$ cat src/rtl/charger_regs_pkg.sv
/*
 * Register map constants for the charger result and gate configuration slice.
 * Assumes byte-wide register access with 8-bit addresses.
 */
package charger_regs_pkg;

    // ----------------------------------------------------------------
    // Byte addresses
    // ----------------------------------------------------------------
    localparam logic [7:0] ADDR_VBAT_LO = 8'h33;
    localparam logic [7:0] ADDR_VBAT_HI = 8'h34;
    localparam logic [7:0] ADDR_THERM_LO = 8'h37;
    localparam logic [7:0] ADDR_THERM_HI = 8'h38;
    localparam logic [7:0] ADDR_FB_LO = 8'h39;
    localparam logic [7:0] ADDR_FB_HI = 8'h3A;
    localparam logic [7:0] ADDR_STRENGTH = 8'h3B;
    localparam logic [7:0] ADDR_DEAD_TIME = 8'h3C;
    localparam logic [7:0] ADDR_IDENT = 8'h3D;
    localparam logic [7:0] ADDR_REVERSE = 8'h62;

    // ----------------------------------------------------------------
    // Result ranges
    // ----------------------------------------------------------------
    localparam logic [15:0] VBAT_MAX = 16'h7530;
    localparam logic [15:0] THERM_MAX = 16'h03FF;
    localparam logic [15:0] FB_MAX = 16'h07FF;

    // ----------------------------------------------------------------
    // Reset values and writable masks
    // ----------------------------------------------------------------
    localparam logic [7:0] STRENGTH_RESET = 8'h00;
    localparam logic [7:0] STRENGTH_MASK = 8'hFF;
    localparam logic [7:0] DEAD_TIME_RESET = 8'h00;
    localparam logic [7:0] DEAD_TIME_MASK = 8'h0F;
    localparam logic [7:0] REVERSE_RESET = 8'h02;
    localparam logic [7:0] REVERSE_MASK = 8'hC2;

    // ----------------------------------------------------------------
    // Identification field layout
    // ----------------------------------------------------------------
    localparam int IDENT_PART_LSB = 3;
    localparam int IDENT_REV_LSB = 0;
    // Arbitrary neutral defaults
    localparam logic [3:0] PART_ID_DEFAULT = 4'h9;
    localparam logic [2:0] REVISION_DEFAULT = 3'h1;

endpackage

$ cat src/rtl/charger_adc_gate_config_regs.sv
/*
 * Byte-addressed register slice: three measurement results, gate drive strength,
 * dead time, identification and reverse-mode discharge control.
 * Assumes a serial-bus front end presents single-cycle read/write strobes with
 * an 8-bit address, and the converter presents results with a load strobe.
 */
`timescale 1ns/1ps
// Behaviour
// - Battery voltage result is read-only, 2 mV per count, 0 to 7530h, clamped low and high, zero at reset.
// - Battery result low byte sits at 0x33 and high byte at 0x34.
// - Thermistor result high byte sits at 0x38 and low byte at 0x37.
// - Thermistor result is a regulator-rail ratio, 0 to 3FFh, clamped high, zero at reset.
// - Feedback result high byte sits at 0x3A and low byte at 0x39.
// - Feedback result is read-only, 1 mV per count, 0 to 7FFh, clamped high, zero at reset.
// - Strength bits 7:6 and 5:4 drive the boost and buck high-side switches, reset 00.
// - Strength bits 3:2 and 1:0 drive the boost and buck low-side switches, reset 00.
// - Dead time bits 3:2 boost and 1:0 buck select 45 to 135 ns, bits 7:4 read zero.
// - Identification is read-only with bit 7 zero, part id at 6:3 and revision at 2:0.
// - Reverse register bits 7:6 select the discharge limit from 20A down to 5A, reset 00.
// - Reverse register bit 1 enables fast transient response, reset 1, other bits read zero.
module charger_adc_gate_config_regs #(
    parameter logic [3:0] PART_ID = charger_regs_pkg::PART_ID_DEFAULT,
    parameter logic [2:0] REVISION = charger_regs_pkg::REVISION_DEFAULT
) (
    input wire logic mclk,
    input wire logic sys_rst,
    input wire logic reg_reset,
    input wire logic [7:0] reg_addr,
    input wire logic reg_wr,
    input wire logic [7:0] reg_wdata,
    input wire logic reg_rd,
    output logic [7:0] reg_rdata,
    output logic reg_rvalid,
    input wire logic result_load,
    input wire logic [15:0] vbat_raw,
    input wire logic [15:0] therm_raw,
    input wire logic [15:0] fb_raw,
    output logic [1:0] boost_high_side_strength,
    output logic [1:0] buck_high_side_strength,
    output logic [1:0] boost_low_side_strength,
    output logic [1:0] buck_low_side_strength,
    output logic [1:0] boost_dead_time,
    output logic [1:0] buck_dead_time,
    output logic [1:0] reverse_discharge_limit,
    output logic reverse_fast_response_enable
);
    // ----------------------------------------------------------------
    // Result capture
    // ----------------------------------------------------------------
    logic [15:0] vbat_q, vbat_d, therm_q, therm_d, fb_q, fb_d;
    logic [15:0] vbat_c, therm_c, fb_c;

    // Battery reading arrives as two's complement; negatives clamp to zero
    result_clamp #(.MAX_CODE(charger_regs_pkg::VBAT_MAX), .SIGNED_LOW(1'b1)) u_vbat (
        .raw(vbat_raw),
        .clamped(vbat_c)
    );
    result_clamp #(.MAX_CODE(charger_regs_pkg::THERM_MAX), .SIGNED_LOW(1'b0)) u_therm (
        .raw(therm_raw),
        .clamped(therm_c)
    );
    result_clamp #(.MAX_CODE(charger_regs_pkg::FB_MAX), .SIGNED_LOW(1'b0)) u_fb (
        .raw(fb_raw),
        .clamped(fb_c)
    );

    always_comb
    begin
        vbat_d = vbat_q;
        therm_d = therm_q;
        fb_d = fb_q;
        if (result_load)
        begin
            vbat_d = vbat_c;
            therm_d = therm_c;
            fb_d = fb_c;
        end
    end

    // Results are measurements, so the register reset command leaves them alone
    always_ff @(posedge mclk or posedge sys_rst)
    begin
        if (sys_rst)
        begin
            vbat_q <= 16'h0000;
            therm_q <= 16'h0000;
            fb_q <= 16'h0000;
        end
        else
        begin
            vbat_q <= vbat_d;
            therm_q <= therm_d;
            fb_q <= fb_d;
        end
    end

    // ----------------------------------------------------------------
    // Writable configuration
    // ----------------------------------------------------------------
    logic [7:0] strength_q, strength_d, dead_q, dead_d, rev_q, rev_d;

    always_comb
    begin
        strength_d = strength_q;
        dead_d = dead_q;
        rev_d = rev_q;
        if (reg_reset)
        begin
            strength_d = charger_regs_pkg::STRENGTH_RESET;
            dead_d = charger_regs_pkg::DEAD_TIME_RESET;
            rev_d = charger_regs_pkg::REVERSE_RESET;
        end
        else if (reg_wr)
        begin
            case (reg_addr)
                charger_regs_pkg::ADDR_STRENGTH: strength_d = reg_wdata & charger_regs_pkg::STRENGTH_MASK;
                charger_regs_pkg::ADDR_DEAD_TIME: dead_d = reg_wdata & charger_regs_pkg::DEAD_TIME_MASK;
                charger_regs_pkg::ADDR_REVERSE: rev_d = reg_wdata & charger_regs_pkg::REVERSE_MASK;
                default: strength_d = strength_q;
            endcase
        end
    end

    always_ff @(posedge mclk or posedge sys_rst)
    begin
        if (sys_rst)
        begin
            strength_q <= charger_regs_pkg::STRENGTH_RESET;
            dead_q <= charger_regs_pkg::DEAD_TIME_RESET;
            rev_q <= charger_regs_pkg::REVERSE_RESET;
        end
        else
        begin
            strength_q <= strength_d;
            dead_q <= dead_d;
            rev_q <= rev_d;
        end
    end

    // Field outputs come straight from the stored flops
    assign boost_high_side_strength = strength_q[7:6];
    assign buck_high_side_strength = strength_q[5:4];
    assign boost_low_side_strength = strength_q[3:2];
    assign buck_low_side_strength = strength_q[1:0];
    assign boost_dead_time = dead_q[3:2];
    assign buck_dead_time = dead_q[1:0];
    assign reverse_discharge_limit = rev_q[7:6];
    assign reverse_fast_response_enable = rev_q[1];

    // ----------------------------------------------------------------
    // Read path
    // ----------------------------------------------------------------
    logic [7:0] rdata_q, rdata_d, ident;
    logic rvalid_q, rvalid_d;

    always_comb
    begin
        ident = {1'b0, PART_ID, REVISION};
        rvalid_d = reg_rd;
        rdata_d = rdata_q;
        if (reg_rd)
        begin
            case (reg_addr)
                charger_regs_pkg::ADDR_VBAT_LO: rdata_d = vbat_q[7:0];
                charger_regs_pkg::ADDR_VBAT_HI: rdata_d = vbat_q[15:8];
                charger_regs_pkg::ADDR_THERM_LO: rdata_d = therm_q[7:0];
                charger_regs_pkg::ADDR_THERM_HI: rdata_d = therm_q[15:8];
                charger_regs_pkg::ADDR_FB_LO: rdata_d = fb_q[7:0];
                charger_regs_pkg::ADDR_FB_HI: rdata_d = fb_q[15:8];
                charger_regs_pkg::ADDR_STRENGTH: rdata_d = strength_q;
                charger_regs_pkg::ADDR_DEAD_TIME: rdata_d = dead_q;
                charger_regs_pkg::ADDR_IDENT: rdata_d = ident;
                charger_regs_pkg::ADDR_REVERSE: rdata_d = rev_q;
                default: rdata_d = 8'h00;
            endcase
        end
    end

    always_ff @(posedge mclk or posedge sys_rst)
    begin
        if (sys_rst)
        begin
            rdata_q <= 8'h00;
            rvalid_q <= 1'b0;
        end
        else
        begin
            rdata_q <= rdata_d;
            rvalid_q <= rvalid_d;
        end
    end

    assign reg_rdata = rdata_q;
    assign reg_rvalid = rvalid_q;

    // ----------------------------------------------------------------
    // Checks
    // ----------------------------------------------------------------
    property p_vbat_range;
        @(posedge mclk) disable iff (sys_rst) vbat_q <= charger_regs_pkg::VBAT_MAX;
    endproperty
    a_vbat_range: assert property (p_vbat_range) else $error("battery result out of range");

    property p_vbat_neg;
        @(posedge mclk) disable iff (sys_rst) (result_load && vbat_raw[15]) |=> vbat_q == 16'h0000;
    endproperty
    a_vbat_neg: assert property (p_vbat_neg) else $error("negative battery reading not clamped");

    property p_vbat_hi_read;
        @(posedge mclk) disable iff (sys_rst)
            (reg_rd && reg_addr == charger_regs_pkg::ADDR_VBAT_HI && !result_load) |=> reg_rdata == vbat_q[15:8];
    endproperty
    a_vbat_hi_read: assert property (p_vbat_hi_read) else $error("battery high byte wrong");

    property p_therm_lo_read;
        @(posedge mclk) disable iff (sys_rst)
            (reg_rd && reg_addr == charger_regs_pkg::ADDR_THERM_LO && !result_load) |=> reg_rdata == therm_q[7:0];
    endproperty
    a_therm_lo_read: assert property (p_therm_lo_read) else $error("thermistor low byte wrong");

    property p_therm_clamp;
        @(posedge mclk) disable iff (sys_rst)
            (result_load && therm_raw > charger_regs_pkg::THERM_MAX) |=> therm_q == charger_regs_pkg::THERM_MAX;
    endproperty
    a_therm_clamp: assert property (p_therm_clamp) else $error("thermistor not clamped high");

    property p_fb_hi_read;
        @(posedge mclk) disable iff (sys_rst)
            (reg_rd && reg_addr == charger_regs_pkg::ADDR_FB_HI) |=> reg_rdata[7:3] == 5'h00;
    endproperty
    a_fb_hi_read: assert property (p_fb_hi_read) else $error("feedback high byte above range");

    property p_fb_clamp;
        @(posedge mclk) disable iff (sys_rst)
            (result_load && fb_raw > charger_regs_pkg::FB_MAX) |=> fb_q == charger_regs_pkg::FB_MAX;
    endproperty
    a_fb_clamp: assert property (p_fb_clamp) else $error("feedback not clamped high");

    property p_strength_wr;
        @(posedge mclk) disable iff (sys_rst)
            (reg_wr && !reg_reset && reg_addr == charger_regs_pkg::ADDR_STRENGTH)
            |=> {boost_high_side_strength, buck_high_side_strength} == $past(reg_wdata[7:4]);
    endproperty
    a_strength_wr: assert property (p_strength_wr) else $error("high-side strength not written");

    property p_low_side_wr;
        @(posedge mclk) disable iff (sys_rst)
            (reg_wr && !reg_reset && reg_addr == charger_regs_pkg::ADDR_STRENGTH)
            |=> {boost_low_side_strength, buck_low_side_strength} == $past(reg_wdata[3:0]);
    endproperty
    a_low_side_wr: assert property (p_low_side_wr) else $error("low-side strength not written");

    property p_dead_reserved;
        @(posedge mclk) disable iff (sys_rst) dead_q[7:4] == 4'h0;
    endproperty
    a_dead_reserved: assert property (p_dead_reserved) else $error("dead time reserved bits set");

    property p_ident_read;
        @(posedge mclk) disable iff (sys_rst)
            (reg_rd && reg_addr == charger_regs_pkg::ADDR_IDENT) |=> reg_rdata == {1'b0, PART_ID, REVISION};
    endproperty
    a_ident_read: assert property (p_ident_read) else $error("identification wrong");

    property p_rev_reset;
        @(posedge mclk) disable iff (sys_rst)
            reg_reset |=> (reverse_fast_response_enable && reverse_discharge_limit == 2'b00 && strength_q == 8'h00);
    endproperty
    a_rev_reset: assert property (p_rev_reset) else $error("register reset not applied");

    property p_rev_reserved;
        @(posedge mclk) disable iff (sys_rst) (rev_q & ~charger_regs_pkg::REVERSE_MASK) == 8'h00;
    endproperty
    a_rev_reserved: assert property (p_rev_reserved) else $error("reverse reserved bits set");

    property p_ro_ignored;
        @(posedge mclk) disable iff (sys_rst)
            (reg_wr && !reg_reset && reg_addr == charger_regs_pkg::ADDR_IDENT) |=> $stable(strength_q) && $stable(rev_q);
    endproperty
    a_ro_ignored: assert property (p_ro_ignored) else $error("read-only write changed state");

    c_write_strength: cover property (@(posedge mclk) disable iff (sys_rst)
        reg_wr && reg_addr == charger_regs_pkg::ADDR_STRENGTH);
    c_read_vbat: cover property (@(posedge mclk) disable iff (sys_rst)
        reg_rd && reg_addr == charger_regs_pkg::ADDR_VBAT_LO);
    c_clamp_fb: cover property (@(posedge mclk) disable iff (sys_rst)
        result_load && fb_raw > charger_regs_pkg::FB_MAX);
    c_reg_reset: cover property (@(posedge mclk) disable iff (sys_rst)
        reg_reset && rev_q != charger_regs_pkg::REVERSE_RESET);
endmodule

$ cat src/rtl/result_clamp.sv
/*
 * Saturating limiter for one 16-bit measurement result.
 * Assumes an unsigned raw input; signed low-end clamping is folded in by
 * treating a set top bit as negative when enabled.
 */
`timescale 1ns/1ps
module result_clamp #(
    parameter logic [15:0] MAX_CODE = 16'hFFFF,
    parameter bit SIGNED_LOW = 1'b0
) (
    input wire logic [15:0] raw,
    output logic [15:0] clamped
);
    always_comb
    begin
        if (SIGNED_LOW && raw[15])
            clamped = 16'h0000;
        else if (raw > MAX_CODE)
            clamped = MAX_CODE;
        else
            clamped = raw;
    end
endmodule

$ cat config.mk
export PLATFORM = sky130hd
export DESIGN_NAME = charger_adc_gate_config_regs
export DESIGN_NICKNAME = d
export VERILOG_FILES = /design/src/rtl/charger_regs_pkg.sv /design/src/rtl/charger_adc_gate_config_regs.sv /design/src/rtl/result_clamp.sv
export SDC_FILE = /design/constraint.sdc
export NUM_CORES = 1
export LEC_CHECK = 0
export BUFFER_PORTS_ARGS = -buffer_cell sky130_fd_sc_hd__buf_2
export CAP_MARGIN = 20
export CORE_MARGIN = 2
export CORE_UTILIZATION = 39
export DETAILED_ROUTE_END_ITERATION = 16
export MAX_ROUTING_LAYER = met4
export PLACE_DENSITY = 0.61
export SETUP_SLACK_MARGIN = 0.1
export SLEW_MARGIN = 30
export SYNTH_ARGS = -nofsm -noshare
export SYNTH_HDL_FRONTEND = slang
export SYNTH_SLANG_ARGS = --single-unit
$ cat constraint.sdc
create_clock -name mclk -period 4.7 [get_ports mclk]
set_clock_uncertainty 0.15 [all_clocks]
set_input_delay 0.94 -clock mclk [delete_from_list [all_inputs] [get_ports mclk]]
set_output_delay 0.94 -clock mclk [all_outputs]
set_load 0.02 [all_outputs]
==> results.json <==
{
  "outcome": "finished, final reports clean",
  "cpMaxStageDelayCell": "nor2_1",
  "drtIter0Drc": 117,
  "critPathTopFamily": "buffers and inverters",
  "dp.cells": 521,
  "diodes": 0,
  "yosysMostFrequentCell": "dfrtp_1",
  "synth_common_cells": "dfrtp_1, nor2_1, a21oi_1",
  "cts_tree": "built",
  "synth_area_um2": 3530,
  "leakage_nw": 1.85,
  "grt_pass1_wl_um": 15700,
  "synth_nets": 407,
  "wl_um": 9780,
  "coreArea_um2": 8760,
  "globalplace.congestion": 0.908,
  "synth_area_leaders": "dfrtp_1, mux2i_1, nor2_1",
  "vdd_drop_max_uv": 138,
  "worst_pin_slew_ns": 0.759,
  "yosys_most_used_dff": "dfrtp_1",
  "cp_cell_sequence": "buf_2 > buf_4 > inv_1 > nor2_1 > o21ai_0 > o21ai_0",
  "finalWorstSetupSlack_ns": 2.02,
  "io_pins": 94,
  "fmax_mhz": 373,
  "seq_area_frac_synth_pct": 50.4,
  "fin_cells": 537,
  "synth_top_area_share_pct": 49.6,
  "clkSinkCount": 71,
  "crit_path_start_kind": "input port",
  "port_buffers": 93,
  "cts.htree.levels": 3,
  "crit_path_frequent_cell": "o21ai_0",
  "finalSetupTns_ns": 0,
  "dp_hpwl_um": 7440,
  "cp-end-kind": "flop",
  "via_per_inst": 5.44,
  "postCtsResizedCells": 0,
  "cts_buffers": 9,
  "grt_start_max_net_pins": 51,
  "cts.root.buffer_cell": "clkbuf_8",
  "netlist_instances": 337,
  "setup_viol": 0,
  "grt_pass1_vias": 2959,
  "cp.arrival_ns": 2.80,
  "synth_edf_count": 0,
  "fin_crit_sh_pct": 57.1,
  "die_h_um": 99.1,
  "postLayoutCoreUtil_pct": 48.4,
  "crit_type": "input port to flop",
  "antenna_found_initial": 0,
  "ys_ff_latch": 71,
  "path_max_fanout": 50,
  "yosysTopAreaCell": "dfrtp_1",
  "syn_avg_cell_area_um2": 10.5,
  "initial_core_util_pct": 40.3,
  "cts_max_path_buffers": 2,
  "hold_viol_final": 0,
  "nNetsFinal": 494,
  "hold_class": "flop to flop",
  "row_count": 34,
  "yosysUniqueCellTypes": 59,
  "clk_pin_slew_worst_paths_ns": 0.08,
  "critical_path_required_ns": 4.82,
  "yosysWarnings": 0,
  "dieArea_um2": 9830,
  "pwr_density_cell_nw_per_um2": 293,
  "grt_overflow": 0,
  "ant_nets": 0,
  "min_period_ns": 2.68,
  "via_count": 2922,
  "dp_slack_ns": 1.66,
  "rsz0062_at_grt": "false",
  "maxSlewViolCount": 0,
  "clk_latency_ns": 0.34,
  "cts_setup_buffers": 0,
  "wire_per_inst_um": 18.2,
  "drc": 0,
  "area_delta_synth_final_pct": 20.1,
  "die_x_um": 99.1,
  "crit_buf_inv": 3,
  "cap_viol_max_count": 0,
  "drive_gt1_share_pct": 31.7,
  "first_pass_iters": 4,
  "grt_usage_pct": 21.4,
  "ctsHoldBuffers": 0,
  "relSlewSlack_pct": 49.4,
  "cpPeakStageDelay_ns": 0.60,
  "synthArstFlopShare_pct": 100
}
placed cells by master, fill, tap and decap left out, types with 2 or more instances in the layout:
cell	synthesis	layout
inv_1	12	11
o22ai_1	8	8
nor2_1	40	40
nor3_1	3	3
a32oi_1	3	3
buf_4	2	2
a32o_1	6	6
a22oi_1	5	5
mux2i_1	18	18
nor2b_1	16	16
and4b_1	2	2
a211oi_1	2	2
nor3b_1	4	4
nand2_1	20	20
o2bb2ai_1	4	4
nand2b_1	2	2
mux4_2	2	2
a22o_1	4	4
clkinvlp_4	0	3
buf_2	5	93
nand3_1	9	9
dfrtp_1	70	70
nand3b_1	4	4
o22a_2	8	8
a2111oi_0	2	2
a221o_1	2	2
o21ai_0	14	14
nor4_1	5	5
clkinv_2	0	2
clkbuf_8	0	10
a21oi_1	21	21
and3_1	2	2
o22a_1	3	3
report_power, final:
part | internal [mW] | switching, mW | total (mW) | leakage (nW)
Combinational | 0.0478 | 0.0727 | 0.120 | 0.892
Sequential | 0.623 | 0.00869 | 0.632 | 0.864
Clock | 0.259 | 0.229 | 0.487 | 0.0916
cell families (layout without fill, tap and decap cells):
| family | after synthesis | count (layout) | synth area share (%) |
|---|---|---|---|
| buf+inv | 31 | 123 | 4.32 |
| mux | 22 | 22 | 7.12 |
| simple gates | 125 | 125 | 20.3 |
| compound gates | 88 | 88 | 17.9 |
| flops | 71 | 71 | 50.4 |
flip-flops by register name (all words and copies together) (netlist names):
| signal | cells |
|---|---|
| therm_q | 16 |
| dead_q | 4 |
| reg_rvalid | 1 |
| strength_q | 8 |
| vbat_q | 15 |
| reg_rdata | 8 |
| rev_q | 3 |
| fb_q | 16 |
per-layer routing:
layer  routed length (µm)  vias up  GRT usage (%)
li1                     -     1410              -
met1                 4550     1403           29.0
met2                 4530       96           32.8
met3                  515       13           3.94
met4                  179        0           6.53
met5                    0        -              -
layout make-up:
| type | count | area (µm²) |
|---|---|---|
| Inverter | 12 | 46.3 |
| Tap cell | 108 | 135 |
| Clock inverter | 5 | 57.6 |
| Sequential cell | 71 | 1780 |
| Fill cell | 867 | 4530 |
| Multi-Input combinational cell | 235 | 1600 |
| Clock buffer | 11 | 141 |
| Timing Repair Buffer | 95 | 480 |
stage by stage:
stage               area, µm²  hold WS (ns)  power (mW)
floorplan                3530         0.304       0.709
global placement         4040         0.328       0.765
detailed placement       4040         0.331       0.766
CTS                      4240         0.356        1.25
global route             4240         0.363        1.29
finish                   4240         0.351        1.24
path summary, 6_finish.rpt:
kind | from | slack [ns] | cells after the start | to
worst max-delay path | result_load | 2.02 | 6 | vbat_q[5]$_DFFE_PP0P_
worst min-delay path | vbat_q[9]$_DFFE_PP0P_ | 0.35 | 1 | vbat_q[9]$_DFFE_PP0P_
worst max register to register | strength_q[6]$_DFFE_PP0P_ | 2.96 | 4 | reg_rdata[6]$_DFFE_PP0P_
worst min register to register | vbat_q[9]$_DFFE_PP0P_ | 0.35 | 1 | vbat_q[9]$_DFFE_PP0P_
max in group asynchronous | sys_rst | 3.02 | 3 | therm_q[8]$_DFFE_PP0P_
min in group asynchronous | sys_rst | 0.54 | 2 | fb_q[10]$_DFFE_PP0P_
worst register-to-register path: stages (launching register included):
cell and delay (ns):
dfrtp_1 0.42, mux4_2 0.50, and3_1 0.20, nor4_1 0.24
o22ai_1 0.11
No activity file was read; power rests on OpenSTA's default activity.
